[config.mk]
export PLATFORM = sky130hd
export DESIGN_NAME = hmx_exec
export DESIGN_NICKNAME = d
export VERILOG_FILES = /design/src/hmx_pkg.sv /design/src/hmx_mac.sv /design/src/hmx_sel.sv /design/src/hmx_exec.sv
export SDC_FILE = /design/constraint.sdc
export NUM_CORES = 2
export LEC_CHECK = 0
export ABC_AREA = 1
export BUFFER_PORTS_ARGS = -buffer_cell sky130_fd_sc_hd__buf_2
export CORE_UTILIZATION = 60
export DETAILED_ROUTE_END_ITERATION = 10
export PLACE_DENSITY_LB_ADDON = 0.15
export SYNTH_ARGS = -nofsm -noshare
export SYNTH_HDL_FRONTEND = slang
export SYNTH_HIERARCHICAL = 1
export SYNTH_SLANG_ARGS = --single-unit
[constraint.sdc]
create_clock -name CLK -period 16.4 [get_ports CLK]
set_input_delay 0 -clock CLK [delete_from_list [all_inputs] [get_ports CLK]]
set_output_delay 0 -clock CLK [all_outputs]
set_load 0.1 [all_outputs]
[src/hmx_pkg.sv]
// Shared constants, carriers and field helpers for the halfword MAC / move unit
package hmx_pkg;
    // Primary opcodes
    localparam logic [5:0] OPC_MAC = 6'h04;
    localparam logic [5:0] OPC_CRL = 6'h13;
    localparam logic [5:0] OPC_EXT = 6'h1f;
    // Accumulate extended opcodes (9-bit)
    localparam logic [8:0] XO_MAC_HI_UMOD = 9'h00c;
    localparam logic [8:0] XO_MAC_LO_SMOD = 9'h1ac;
    localparam logic [8:0] XO_MAC_LO_SSAT = 9'h1ec;
    localparam logic [8:0] XO_MAC_LO_USAT = 9'h1cc;
    localparam logic [8:0] XO_MAC_LO_UMOD = 9'h18c;
    // Move extended opcodes (10-bit)
    localparam logic [9:0] XO_CRF_MOVE = 10'h000;
    localparam logic [9:0] XO_XER_MOVE = 10'h200;
    localparam logic [9:0] XO_READ_CR = 10'h013;
    localparam logic [9:0] XO_READ_MSR = 10'h053;
    localparam logic [9:0] XO_READ_DCR = 10'h143;
    localparam logic [9:0] XO_READ_SPR = 10'h153;
    // APB register byte offsets
    localparam logic [7:0] ADDR_CR = 8'h00;
    localparam logic [7:0] ADDR_XER = 8'h04;
    localparam logic [7:0] ADDR_STAT = 8'h08;
    // Reset values and the counter step
    localparam logic [31:0] CR_RST = 32'h0000_0000;
    localparam logic [3:0] XER_RST = 4'h0;
    localparam logic [15:0] CNT_ONE = 16'h0001;
    // Saturation limits
    localparam logic [31:0] SAT_POS = 32'h7fff_ffff;
    localparam logic [31:0] SAT_NEG = 32'h8000_0000;
    localparam logic [31:0] ALL_ONES = 32'hffff_ffff;

    typedef struct packed {
        logic [31:0] instr;
        logic [31:0] src_a;
        logic [31:0] src_b;
        logic [31:0] target;
    } hmx_req_t;

    typedef struct packed {
        logic we;
        logic [31:0] data;
        logic priv_fault;
        logic illegal;
    } hmx_rsp_t;

    // Instruction fields; bit 0 of the encoding is the MSB of the word
    function automatic logic [5:0] f_opcd(logic [31:0] i);
        return i[31:26];
    endfunction
    function automatic logic [8:0] f_xo9(logic [31:0] i);
        return i[9:1];
    endfunction
    function automatic logic [9:0] f_xo10(logic [31:0] i);
        return i[10:1];
    endfunction
    function automatic logic f_oe(logic [31:0] i);
        return i[10];
    endfunction
    function automatic logic f_rc(logic [31:0] i);
        return i[0];
    endfunction
    function automatic logic [2:0] f_dest_field(logic [31:0] i);
        return i[25:23];
    endfunction
    function automatic logic [2:0] f_src_field(logic [31:0] i);
        return i[20:18];
    endfunction
    // Encoded number field halves swap into the register number
    function automatic logic [9:0] f_swap_num(logic [31:0] i);
        return {i[15:11], i[20:16]};
    endfunction
    function automatic logic f_spr_priv(logic [31:0] i);
        return i[20];
    endfunction
    // Read 4-bit condition field n (field 0 is the top nibble)
    function automatic logic [3:0] f_cr_get(logic [31:0] cr, logic [2:0] n);
        logic [31:0] s;
        s = cr << {n, 2'b00};
        return s[31:28];
    endfunction
    // Replace 4-bit condition field n
    function automatic logic [31:0] f_cr_set(logic [31:0] cr, logic [2:0] n,
                                             logic [3:0] v);
        logic [31:0] m;
        logic [31:0] d;
        m = 32'hf000_0000 >> {n, 2'b00};
        d = {v, 28'h000_0000} >> {n, 2'b00};
        return (cr & ~m) | d;
    endfunction
endpackage

[src/hmx_mac.sv]
// Halfword multiply with 33-bit accumulate, modulo and saturating results
`timescale 1ns/1ps
`default_nettype none
module hmx_mac (
    // Operands
    input wire logic [31:0] a,
    input wire logic [31:0] b,
    input wire logic [31:0] rt,
    // Variant select
    input wire logic is_signed,
    input wire logic is_sat,
    input wire logic use_high,
    // Result
    output logic [31:0] res,
    output logic ovf
);
    logic [15:0] ah;
    logic [15:0] bh;
    logic [31:0] prod;
    logic [32:0] temp;
    logic sovf;

    // Operand halves and product; sign extension keeps the low 32 bits exact
    always_comb begin
        ah = use_high ? a[31:16] : a[15:0];
        bh = use_high ? b[31:16] : b[15:0];
        if (is_signed) begin
            prod = $signed({{16{ah[15]}}, ah}) * $signed({{16{bh[15]}}, bh});
        end else begin
            prod = {16'h0000, ah} * {16'h0000, bh};
        end
        temp = {1'b0, prod} + {1'b0, rt};
    end

    // Overflow and result select
    always_comb begin
        sovf = (prod[31] == rt[31]) && (rt[31] != temp[31]);
        ovf = is_signed ? sovf : temp[32];
        res = temp[31:0];
        if (is_sat && is_signed && sovf) begin
            res = {rt[31], {31{~rt[31]}}};
        end else if (is_sat && !is_signed) begin
            res = temp[31:0] | {32{temp[32]}};
        end
    end
endmodule
`default_nettype wire

[src/hmx_sel.sv]
// Register-number swap and privilege check for the special reads
`timescale 1ns/1ps
`default_nettype none
module hmx_sel (
    // Instruction and mode
    input wire logic [31:0] instr,
    input wire logic supervisor,
    input wire logic is_dcr,
    input wire logic is_msr,
    input wire logic is_spr,
    // Outputs
    output logic [9:0] num,
    output logic priv_fault
);
    // Halves of the encoded field are swapped before use
    always_comb begin
        num = hmx_pkg::f_swap_num(instr);
        priv_fault = !supervisor && (is_dcr || is_msr
                     || (is_spr && hmx_pkg::f_spr_priv(instr)));
    end
endmodule
`default_nettype wire

[src/hmx_exec.sv]
// Halfword MAC and move execution stage with APB state access
//
// The implementer's own choices: the APB slave port and the address map.
`timescale 1ns/1ps
`default_nettype none
module hmx_exec (
    // Clock and reset
    input wire logic CLK,
    input wire logic RST_N,
    // Instruction issue
    input wire logic IN_VALID,
    input wire hmx_pkg::hmx_req_t IN_REQ,
    input wire logic IN_SUPERVISOR,
    // Completion
    output logic OUT_VALID,
    output hmx_pkg::hmx_rsp_t OUT_RSP,
    // Architected flag state
    output logic [31:0] CR_VALUE,
    output logic [3:0] XER_FLAGS,
    // Special and device-control read ports
    output logic [9:0] SPR_NUM,
    input wire logic [31:0] SPR_RDATA,
    input wire logic SPR_VALID,
    output logic [9:0] DCR_NUM,
    input wire logic [31:0] DCR_RDATA,
    input wire logic DCR_VALID,
    input wire logic [31:0] MSR_VALUE,
    // APB slave
    input wire logic PSEL,
    input wire logic PENABLE,
    input wire logic PWRITE,
    input wire logic [7:0] PADDR,
    input wire logic [31:0] PWDATA,
    output logic [31:0] PRDATA,
    output logic PREADY,
    output logic PSLVERR
);
    logic [31:0] cr_ff, nxt_cr;
    logic [3:0] xer_ff, nxt_xer;
    logic out_valid_ff, nxt_out_valid;
    hmx_pkg::hmx_rsp_t rsp_ff, nxt_rsp;
    logic [15:0] done_cnt_ff, nxt_done_cnt;
    logic [15:0] bad_cnt_ff, nxt_bad_cnt;
    logic [31:0] instr;
    logic is_mac, is_signed, is_sat, use_high;
    logic is_crf, is_xmv, is_rcr, is_msr, is_dcr, is_spr;
    logic [31:0] mac_res;
    logic mac_ovf;
    logic [9:0] sel_num;
    logic priv_fault;
    logic apb_wr, apb_hit;
    logic [31:0] apb_rd;
    logic [3:0] xer_base;
    logic [31:0] cr_base;
    logic so_new;

    assign instr = IN_REQ.instr;

    // Decode of the handled opcode group
    always_comb begin
        is_mac = 1'b0;
        is_signed = 1'b0;
        is_sat = 1'b0;
        use_high = 1'b0;
        if (hmx_pkg::f_opcd(instr) == hmx_pkg::OPC_MAC) begin
            case (hmx_pkg::f_xo9(instr))
                hmx_pkg::XO_MAC_HI_UMOD: begin
                    is_mac = 1'b1;
                    use_high = 1'b1;
                end
                hmx_pkg::XO_MAC_LO_SMOD: begin
                    is_mac = 1'b1;
                    is_signed = 1'b1;
                end
                hmx_pkg::XO_MAC_LO_SSAT: begin
                    is_mac = 1'b1;
                    is_signed = 1'b1;
                    is_sat = 1'b1;
                end
                hmx_pkg::XO_MAC_LO_USAT: begin
                    is_mac = 1'b1;
                    is_sat = 1'b1;
                end
                hmx_pkg::XO_MAC_LO_UMOD: begin
                    is_mac = 1'b1;
                end
                default: begin
                    is_mac = 1'b0;
                end
            endcase
        end
        is_crf = hmx_pkg::f_opcd(instr) == hmx_pkg::OPC_CRL
                 && hmx_pkg::f_xo10(instr) == hmx_pkg::XO_CRF_MOVE;
        is_xmv = hmx_pkg::f_opcd(instr) == hmx_pkg::OPC_EXT
                 && hmx_pkg::f_xo10(instr) == hmx_pkg::XO_XER_MOVE;
        is_rcr = hmx_pkg::f_opcd(instr) == hmx_pkg::OPC_EXT
                 && hmx_pkg::f_xo10(instr) == hmx_pkg::XO_READ_CR;
        is_msr = hmx_pkg::f_opcd(instr) == hmx_pkg::OPC_EXT
                 && hmx_pkg::f_xo10(instr) == hmx_pkg::XO_READ_MSR;
        is_dcr = hmx_pkg::f_opcd(instr) == hmx_pkg::OPC_EXT
                 && hmx_pkg::f_xo10(instr) == hmx_pkg::XO_READ_DCR;
        is_spr = hmx_pkg::f_opcd(instr) == hmx_pkg::OPC_EXT
                 && hmx_pkg::f_xo10(instr) == hmx_pkg::XO_READ_SPR;
    end

    // Arithmetic
    hmx_mac u_mac (
        .a(IN_REQ.src_a),
        .b(IN_REQ.src_b),
        .rt(IN_REQ.target),
        .is_signed(is_signed),
        .is_sat(is_sat),
        .use_high(use_high),
        .res(mac_res),
        .ovf(mac_ovf)
    );

    // Number swap and privilege
    hmx_sel u_sel (
        .instr(instr),
        .supervisor(IN_SUPERVISOR),
        .is_dcr(is_dcr),
        .is_msr(is_msr),
        .is_spr(is_spr),
        .num(sel_num),
        .priv_fault(priv_fault)
    );

    assign SPR_NUM = sel_num;
    assign DCR_NUM = sel_num;

    // APB decode; zero-wait slave, unmapped offsets answer with an error
    always_comb begin
        apb_wr = PSEL && PENABLE && PWRITE;
        apb_hit = 1'b1;
        case (PADDR)
            hmx_pkg::ADDR_CR: apb_rd = cr_ff;
            hmx_pkg::ADDR_XER: apb_rd = {xer_ff, 28'h000_0000};
            hmx_pkg::ADDR_STAT: apb_rd = {bad_cnt_ff, done_cnt_ff};
            default: begin
                apb_rd = 32'h0000_0000;
                apb_hit = 1'b0;
            end
        endcase
    end

    assign PREADY = 1'b1;
    assign PSLVERR = PSEL && PENABLE && !apb_hit;
    assign PRDATA = (PSEL && apb_hit) ? apb_rd : 32'h0000_0000;

    // Next state: software writes land first, an instruction in the same
    // cycle then overrides the fields it alters
    always_comb begin
        cr_base = cr_ff;
        xer_base = xer_ff;
        if (apb_wr && PADDR == hmx_pkg::ADDR_CR) begin
            cr_base = PWDATA;
        end
        if (apb_wr && PADDR == hmx_pkg::ADDR_XER) begin
            xer_base = PWDATA[31:28];
        end
        nxt_cr = cr_base;
        nxt_xer = xer_base;
        nxt_out_valid = IN_VALID;
        nxt_rsp = '0;
        nxt_done_cnt = done_cnt_ff;
        nxt_bad_cnt = bad_cnt_ff;
        so_new = xer_base[3];
        if (IN_VALID) begin
            nxt_done_cnt = done_cnt_ff + hmx_pkg::CNT_ONE;
            if (is_mac) begin
                nxt_rsp.we = 1'b1;
                nxt_rsp.data = mac_res;
                if (hmx_pkg::f_oe(instr)) begin
                    nxt_xer[2] = mac_ovf;
                    nxt_xer[3] = xer_base[3] | mac_ovf;
                    so_new = xer_base[3] | mac_ovf;
                end
                if (hmx_pkg::f_rc(instr)) begin
                    nxt_cr[31:28] = {mac_res[31],
                                     !mac_res[31] && mac_res != 32'h0000_0000,
                                     mac_res == 32'h0000_0000, so_new};
                end
            end else if (is_crf) begin
                nxt_cr = hmx_pkg::f_cr_set(cr_base, hmx_pkg::f_dest_field(instr),
                    hmx_pkg::f_cr_get(cr_base, hmx_pkg::f_src_field(instr)));
            end else if (is_xmv) begin
                nxt_cr = hmx_pkg::f_cr_set(cr_base, hmx_pkg::f_dest_field(instr),
                    xer_base);
                nxt_xer = hmx_pkg::XER_RST;
            end else if (is_rcr) begin
                nxt_rsp.we = 1'b1;
                nxt_rsp.data = cr_base;
            end else if (priv_fault) begin
                nxt_rsp.priv_fault = 1'b1;
                nxt_bad_cnt = bad_cnt_ff + hmx_pkg::CNT_ONE;
            end else if (is_msr) begin
                nxt_rsp.we = 1'b1;
                nxt_rsp.data = MSR_VALUE;
            end else if (is_dcr && DCR_VALID) begin
                nxt_rsp.we = 1'b1;
                nxt_rsp.data = DCR_RDATA;
            end else if (is_spr && SPR_VALID) begin
                nxt_rsp.we = 1'b1;
                nxt_rsp.data = SPR_RDATA;
            end else begin
                // Unknown opcode or unimplemented number: retire, no write
                nxt_rsp.illegal = 1'b1;
                nxt_bad_cnt = bad_cnt_ff + hmx_pkg::CNT_ONE;
            end
        end
        // Field zero is left as is for bit-31 moves; no forced clobber
    end

    // State registers
    always_ff @(posedge CLK) begin
        if (!RST_N) begin
            cr_ff <= hmx_pkg::CR_RST;
            xer_ff <= hmx_pkg::XER_RST;
            out_valid_ff <= 1'b0;
            rsp_ff <= '0;
            done_cnt_ff <= '0;
            bad_cnt_ff <= '0;
        end else begin
            cr_ff <= nxt_cr;
            xer_ff <= nxt_xer;
            out_valid_ff <= nxt_out_valid;
            rsp_ff <= nxt_rsp;
            done_cnt_ff <= nxt_done_cnt;
            bad_cnt_ff <= nxt_bad_cnt;
        end
    end

    assign OUT_VALID = out_valid_ff;
    assign OUT_RSP = rsp_ff;
    assign CR_VALUE = cr_ff;
    assign XER_FLAGS = xer_ff;

    // Reference values for the checks below, built apart from the datapath
    logic [31:0] exp_lo_u, exp_hi_u;
    logic [32:0] exp_sum_lo;
    logic no_apb_wr;
    assign exp_lo_u = IN_REQ.target + {16'h0000, IN_REQ.src_a[15:0]} * {16'h0000,
                      IN_REQ.src_b[15:0]};
    assign exp_hi_u = IN_REQ.target + {16'h0000, IN_REQ.src_a[31:16]} * {16'h0000,
                      IN_REQ.src_b[31:16]};
    assign exp_sum_lo = {1'b0, IN_REQ.target} + {17'h0_0000, IN_REQ.src_a[15:0]} *
                        {17'h0_0000, IN_REQ.src_b[15:0]};
    assign no_apb_wr = !apb_wr;

    property p_lo_umod;
        @(posedge CLK) disable iff (!RST_N)
        IN_VALID && is_mac && !is_signed && !is_sat && !use_high
        |=> OUT_VALID && OUT_RSP.we && OUT_RSP.data == $past(exp_lo_u);
    endproperty
    a_lo_umod: assert property (p_lo_umod) else $error("lo umod wrong");

    property p_hi_umod;
        @(posedge CLK) disable iff (!RST_N)
        IN_VALID && is_mac && use_high |=> OUT_RSP.data == $past(exp_hi_u);
    endproperty
    a_hi_umod: assert property (p_hi_umod) else $error("hi umod wrong");

    property p_usat;
        @(posedge CLK) disable iff (!RST_N)
        IN_VALID && is_mac && is_sat && !is_signed
        |=> OUT_RSP.data == ($past(exp_sum_lo[32]) ? hmx_pkg::ALL_ONES
                                                   : $past(exp_sum_lo[31:0]));
    endproperty
    a_usat: assert property (p_usat) else $error("unsigned sat wrong");

    property p_ssat;
        @(posedge CLK) disable iff (!RST_N)
        IN_VALID && is_mac && is_sat && is_signed && mac_ovf
        |=> OUT_RSP.data == ($past(IN_REQ.target[31]) ? hmx_pkg::SAT_NEG
                                                      : hmx_pkg::SAT_POS);
    endproperty
    a_ssat: assert property (p_ssat) else $error("signed sat wrong");

    property p_crf;
        @(posedge CLK) disable iff (!RST_N)
        IN_VALID && is_crf && no_apb_wr
        |=> hmx_pkg::f_cr_get(CR_VALUE, $past(hmx_pkg::f_dest_field(instr)))
            == hmx_pkg::f_cr_get($past(CR_VALUE), $past(hmx_pkg::f_src_field(instr)));
    endproperty
    a_crf: assert property (p_crf) else $error("field move wrong");

    property p_xmv;
        @(posedge CLK) disable iff (!RST_N)
        IN_VALID && is_xmv |=> XER_FLAGS == hmx_pkg::XER_RST
            && hmx_pkg::f_cr_get(CR_VALUE, $past(hmx_pkg::f_dest_field(instr)))
               == $past(XER_FLAGS) || $past(apb_wr);
    endproperty
    a_xmv: assert property (p_xmv) else $error("flag move wrong");

    property p_rcr;
        @(posedge CLK) disable iff (!RST_N)
        IN_VALID && is_rcr && no_apb_wr |=> OUT_RSP.we && OUT_RSP.data == $past(CR_VALUE);
    endproperty
    a_rcr: assert property (p_rcr) else $error("cr read wrong");

    property p_priv;
        @(posedge CLK) disable iff (!RST_N)
        IN_VALID && !IN_SUPERVISOR && (is_dcr || is_msr)
        |=> OUT_RSP.priv_fault && !OUT_RSP.we;
    endproperty
    a_priv: assert property (p_priv) else $error("privilege not enforced");

    property p_swap;
        @(posedge CLK) disable iff (!RST_N)
        IN_VALID && is_dcr |-> DCR_NUM[4:0] == instr[20:16] && DCR_NUM[9:5] == instr[15:11];
    endproperty
    a_swap: assert property (p_swap) else $error("number swap wrong");

    property p_rec;
        @(posedge CLK) disable iff (!RST_N)
        IN_VALID && is_mac && hmx_pkg::f_rc(instr)
        |=> CR_VALUE[29] == (OUT_RSP.data == 32'h0000_0000) && CR_VALUE[31] == OUT_RSP.data[31];
    endproperty
    a_rec: assert property (p_rec) else $error("record flags wrong");

    c_ssat_ovf: cover property (@(posedge CLK) disable iff (!RST_N)
        IN_VALID && is_mac && is_sat && is_signed && mac_ovf);
    c_usat_ovf: cover property (@(posedge CLK) disable iff (!RST_N)
        IN_VALID && is_mac && is_sat && !is_signed && mac_ovf);
    c_xmv: cover property (@(posedge CLK) disable iff (!RST_N) IN_VALID && is_xmv);
    c_spr_fault: cover property (@(posedge CLK) disable iff (!RST_N)
        IN_VALID && is_spr && priv_fault);
endmodule
`default_nettype wire

# After elaboration in Yosys (flattened, before gate mapping)

Cells that the tools add are included.

Register bits: 104
Latch bits: 0
RAM bits: 0
ROM bits: 0
Output and inout bits: 126
Word-level logic and storage cells: 140
Memories kept: 0

$add $sub $neg: 3
Multiply operators: 2
Div/mod/pow operators: 0
Order comparisons: 0
Equality and inequality tests: 20
Shift-type cells: 4
Mux-type cells: 50
Bitwise logic cells: 13
Reductions and logical operators: 39

Operator list:

| operator                                              | count |
|---|---|
| two-way mux 32 bit                                    | 8 |
| two-way mux 33 bit                                    | 6 |
| two-way mux 16 bit                                    | 6 |
| OR 32 bit                                             | 3 |
| one-hot mux 32 bit (3 select lines)                   | 1 |
| two-way mux 35 bit                                    | 2 |
| multiplier 16 x 16 -> 32 bit                          | 2 |
| >> shifter 32 x 5 -> 32 bit                           | 2 |
| equality test 9 bit (second input constant)           | 4 |
| adder 32 x 32 -> 33 bit                               | 1 |
| adder 16 x 1 -> 16 bit (second input constant)        | 2 |
| bitwise AND 32 bit                                    | 1 |
| logical NOT 32 bit                                    | 1 |
| inverter 32 bit                                       | 1 |
| nonzero test 32 bit                                   | 1 |
| left shift 32 x 5 -> 32 bit                           | 1 |
| >> shifter 32 x 5 -> 32 bit (first input constant)    | 1 |
| two-way mux 28 bit                                    | 1 |
| two-way mux 4 bit                                     | 6 |
| logical AND 1 bit                                     | 21 |
| equality test 10 x 9 -> 1 bit (second input constant) | 2 |
| two-way mux 1 bit                                     | 16 |
| equality test 6 x 5 -> 1 bit (second input constant)  | 2 |
| equality test 10 bit (second input constant)          | 1 |
| other kinds (23)                                      | 39 |

# Longest topological paths before layout

Depth after elaboration: 16
Mapped depth: 58
Mapped depth without buffers: 55

# By module

The synthesis kept the hierarchy.

Modules (own cells, without submodules):

| module   | instances | cells each | area an instance (µm²) |
|---|---|---|---|
| hmx_mac  | 1         | 2758       | 18984.5 |
| hmx_exec | 1         | 1447       | 8286.7 |
| hmx_sel  | 1         | 13         | 87.6 |

# Least setup slack after synthesis

No wires, ideal clock.

Path kind: input to register
From: input port IN_REQ[98] (netlist bit)
To: register cr_ff[30] (netlist: CR_VALUE[30])
Arrival: 8.627 ns
Data required time: 16.260 ns
Setup slack: 7.633 ns
Stages on the path: 50
Buffers on the path: 4
Path through: nor2_1 > nand3_1 > nor3_1 > nand2_1 > inv_1 > buf_2 > buf_2 > nand2_1 > o21ai_1 > clkbuf_1 > nor2_1 > fa_1 > inv_1 > fa_1 > inv_1 > fa_1 > inv_1 > fa_1 > [14 not listed] > nor3_2 > and2_1 > nand2_2 > nand2_2 > nand2_2 > nand2_2 > nand3_4 > buf_6 > nand2_1 > nand2_1 > nor4_1 > nand4_1 > nor2_1 > o22ai_1 > nand2_1 > nand2_1 > nand2_1 > a21oi_1

Cells in the longest elaborated chain, start to end: 16

RTL lines:

| item                                                   | line                         | text |
|---|---|---|
| start: declaration                                     | hmx_exec.sv:12               | `input wire hmx_pkg::hmx_req_t IN_REQ,` |
| equality test 9 x 4 -> 1 bit (*)                       | hmx_exec.sv:66               | `case (hmx_pkg::f_xo9(instr))` |
| two-way mux 1 bit (*)                                  | hmx_exec.sv:66               |  |
| two-way mux 1 bit (*)                                  | hmx_exec.sv:65               | `if (hmx_pkg::f_opcd(instr) == hmx_pkg::OPC_MAC) begin` |
| named net use_high                                     | hmx_exec.sv:45               | `logic is_mac, is_signed, is_sat, use_high;` |
| two-way mux 16 bit, on equally long branches           | hmx_mac.sv:25, hmx_mac.sv:26 |  |
| multiplier 16 x 16 -> 32 bit, on equally long branches | hmx_mac.sv:30, hmx_mac.sv:28 |  |
| two-way mux 32 bit (*)                                 | hmx_mac.sv:27                | `if (is_signed) begin` |
| adder 32 x 32 -> 33 bit                                | hmx_mac.sv:32                | `temp = {1'b0, prod} + {1'b0, rt};` |
| [2 not listed]                                         | n/a                          |  |
| logical AND 1 bit                                      | hmx_mac.sv:40                | `if (is_sat && is_signed && sovf) begin` |
| two-way mux 32 bit (*)                                 | hmx_mac.sv:40                |  |
| named net mac_res[24]                                  | hmx_exec.sv:47               | `logic [31:0] mac_res;` |
| nonzero test 32 bit (*)                                | hmx_exec.sv:181              | `!mac_res[31] && mac_res != 32'h0000_0000,` |
| logical AND 1 bit (*)                                  | hmx_exec.sv:181              |  |
| two-way mux 4 bit (*)                                  | hmx_exec.sv:179              | `if (hmx_pkg::f_rc(instr)) begin` |
| two-way mux 4 bit (*)                                  | hmx_exec.sv:171              | `if (is_mac) begin` |
| two-way mux 32 bit (*)                                 | hmx_exec.sv:169              | `if (IN_VALID) begin` |
| end signal: assignment                                 | hmx_exec.sv:218              | `cr_ff <= hmx_pkg::CR_RST;` |
| end signal: assignment                                 | hmx_exec.sv:225              | `cr_ff <= nxt_cr;` |
| end: declaration                                       | hmx_exec.sv:38               | `logic [31:0] cr_ff, nxt_cr;` |

Mark *: on every way through the listed nets, which the timed path passes. The rest lies on a longest branch.
A chain may end at the register's enable or synchronous reset.

# Final worst setup path

From: input port IN_REQ[104] (netlist bit)
To: register cr_ff[30] (netlist: CR_VALUE[30])

The elaborated chain is that of the path after synthesis.

==> flow_metrics.tcl <==
set metrics [dict create \
    outcome "complete, no violations" \
    synthArstFlopShare_pct 0 \
    syn_area_per_cell_um2 6.49 \
    tns_ps 0 \
    ys_seq_area_share_pct 7.61 \
    clk_latency_ps 390 \
    overflow 0 \
    cts_root_buffer "clkbuf_16" \
    crit_start "IN_REQ[104]" \
    worst_pin_slew_ps 1230 \
    vias_per_cell 5.59 \
    port_buffers 374 \
    ant_nets 0 \
    yosys.area.top_type "fa_1" \
    cts_setup_buffers 0 \
    ys.flop_type "dfxtp_1" \
    worstPathMaxFanout 61 \
    dp_hpwl_um 80400 \
    cts_tree "done" \
    grt_pass1_vias 27400 \
    die_w_um 216 \
    clk_pin_slew_ps 80 \
    slowest_delay_ps 740 \
    core_um2 44600 \
    grt_max_degree 68 \
    start_util_pct 61.3 \
    rows 77 \
    r2r_start "CR_VALUE[8]" \
    synth_cell_type_count 52 \
    cp.arrival_ps 11710 \
    slew_headroom_pct 17.8 \
    fin_crit_ps 11480 \
    place_congestion 1.01 \
    critPathLaunchType "input pin" \
    final_max_slew_viol_count 0 \
    totalWireLength_um 95200 \
    fin_crit_sh_pct 70.0 \
    hold_viol 0 \
    slowest_stage "nand4_1" \
    holdCritPathClass "in -> out" \
    synth_fp_nets 5044 \
    grt_use_total_pct 41.4 \
    crit_type "in -> reg" \
    via_count 28500 \
    cts_made_buffers 9 \
    die-height_um 216 \
    cp_common_cell "nand2_1" \
    max_cap_violations 0 \
    syn_area_um2 27400 \
    rsz0062_at_grt "no" \
    cts.sinks 104 \
    first_pass_iters 9 \
    layout_common_cells "1094 x nand2_1, 841 x inv_1, 374 x buf_2" \
    wl_per_cell_um 18.7 \
    synthTopCellsByArea "fa_1 27%, nand2_1 15%, inv_1 12%" \
    synth_cells 4218 \
    final_common_cell "nand2_1" \
    drive_gt1_share_pct 11.4 \
    fillers 4274 \
    setup_violations 0 \
    nNetsFinal 5315 \
    fin_skew_ps 21.8 \
    crit_required_ps 16620 \
    grt_antenna_before_repair 6 \
    pin_count 399 \
    syn2layout_area_growth_pct 9.32 \
    crit_path_end_kind "register" \
    drc 0 \
    fp.dieArea_um2 46500 \
    first_iter_violations 3139 \
    fmax_mhz 87.1 \
    synth-seq-cells 104 \
    htreeDepth 3 \
    clock_tree.buffer_depth 2 \
    synth_warnings 6 \
    yosysTopAreaCellShare_pct 26.7 \
    grt_first_pass_wirelength_um 149000 \
    synth_edf_count 0 \
    hp-start "IN_REQ[108]" \
    worst_hold_slack_ps 0.0754 \
]
-- critical path: cells and delay by family --
family / cells / cell delay (ps)
buffers and inverters: 7 / 1550
XOR/XNOR: 1 / 150
adder cells (fa/ha/maj): 8 / 3420
AO/OA/AOI/OAI: 11 / 2670
AND/OR/NAND/NOR: 20 / 3820
-- synth_stat cells, drive strengths merged (26+ instances only) --
cell type and number:
clkbuf 90, dfxtp 104, buf 62, xnor2 34, nand3 241, o22ai 29, o21ai 251, a21oi 271
nor3 42, a211oi 26, inv 859, nand4 42, nor2 361, ha 188, nand2 1118, fa 365
-- per-layer routing --
| metal | vias up | track usage, % | part of all wire, % |
|---|---|---|---|
| li1 | 13600 | - | - |
| met5 | - | 0 | 0.024 |
| met3 | 247 | 8.10 | 10 |
| met4 | 4 | 20.0 | 5.2 |
| met2 | 1395 | 65.7 | 45 |
| met1 | 13200 | 54.3 | 40 |
-- path summary, 6_finish.rpt --
check | end | slack (ps) | depth (start not counted)
max | CR_VALUE[30] | 4920 | 47
min | SPR_NUM[6] | 0.08 | 0
max reg2reg | CR_VALUE[28] | 14190 | 10
min reg2reg | done_cnt_ff[8] | 530 | 2
-- layout make-up --
cell class              instances  area (µm²)  share of cell area [%]
well taps                     592         741                    2.48
diodes                          5        12.5                  0.0418
inverters                     879        3300                    11.0
repair buffers                412        2180                    7.28
clock inverters                 7        97.6                   0.326
flip-flops and latches        104        2080                    6.96
multi-input cells            3083       21300                    71.1
clock buffers                   9         225                   0.753
-- cell families after synthesis --
logic type               synth area share [%]
XOR/XNOR                                 1.54
buffers and inverters                    14.7
adder cells (fa/ha/maj)                  35.3
flip-flops                               7.61
multiplexers                            0.146
AO/OA/AOI/OAI                            12.2
AND/OR/NAND/NOR                          28.5
other                                  0.0137
-- registers in the layout, indices dropped and copies added, names as in the netlist --
| name | count |
|---|---|
| OUT_RSP | 35 |
| CR_VALUE | 32 |
| bad_cnt_ff | 16 |
| done_cnt_ff | 16 |
| XER_FLAGS | 4 |
| OUT_VALID | 1 |
-- timing repair --
item                                   in CTS  in global routing
setup endpoints to repair                   0                  0
gates resized for setup                     0                  0
endpoints found under the hold margin       8                  0
hold buffers                                8                  0
-- through the flow --
step                      cell area, µm²  setup WS (ps)  instances  util [%]
after floorplan                    27400           7630       4218         -
after global placement             29500           5010       5062      66.1
after detailed placement           29500           4950       5062      66.1
after CTS                          29900           5320       5086      67.0
after global routing               29900           4140       5090      67.0
final                              29900           4920       5091      67.1
Power is not shown: default switching activity piles up to over one toggle a cycle in this logic, so the estimate is an artifact.
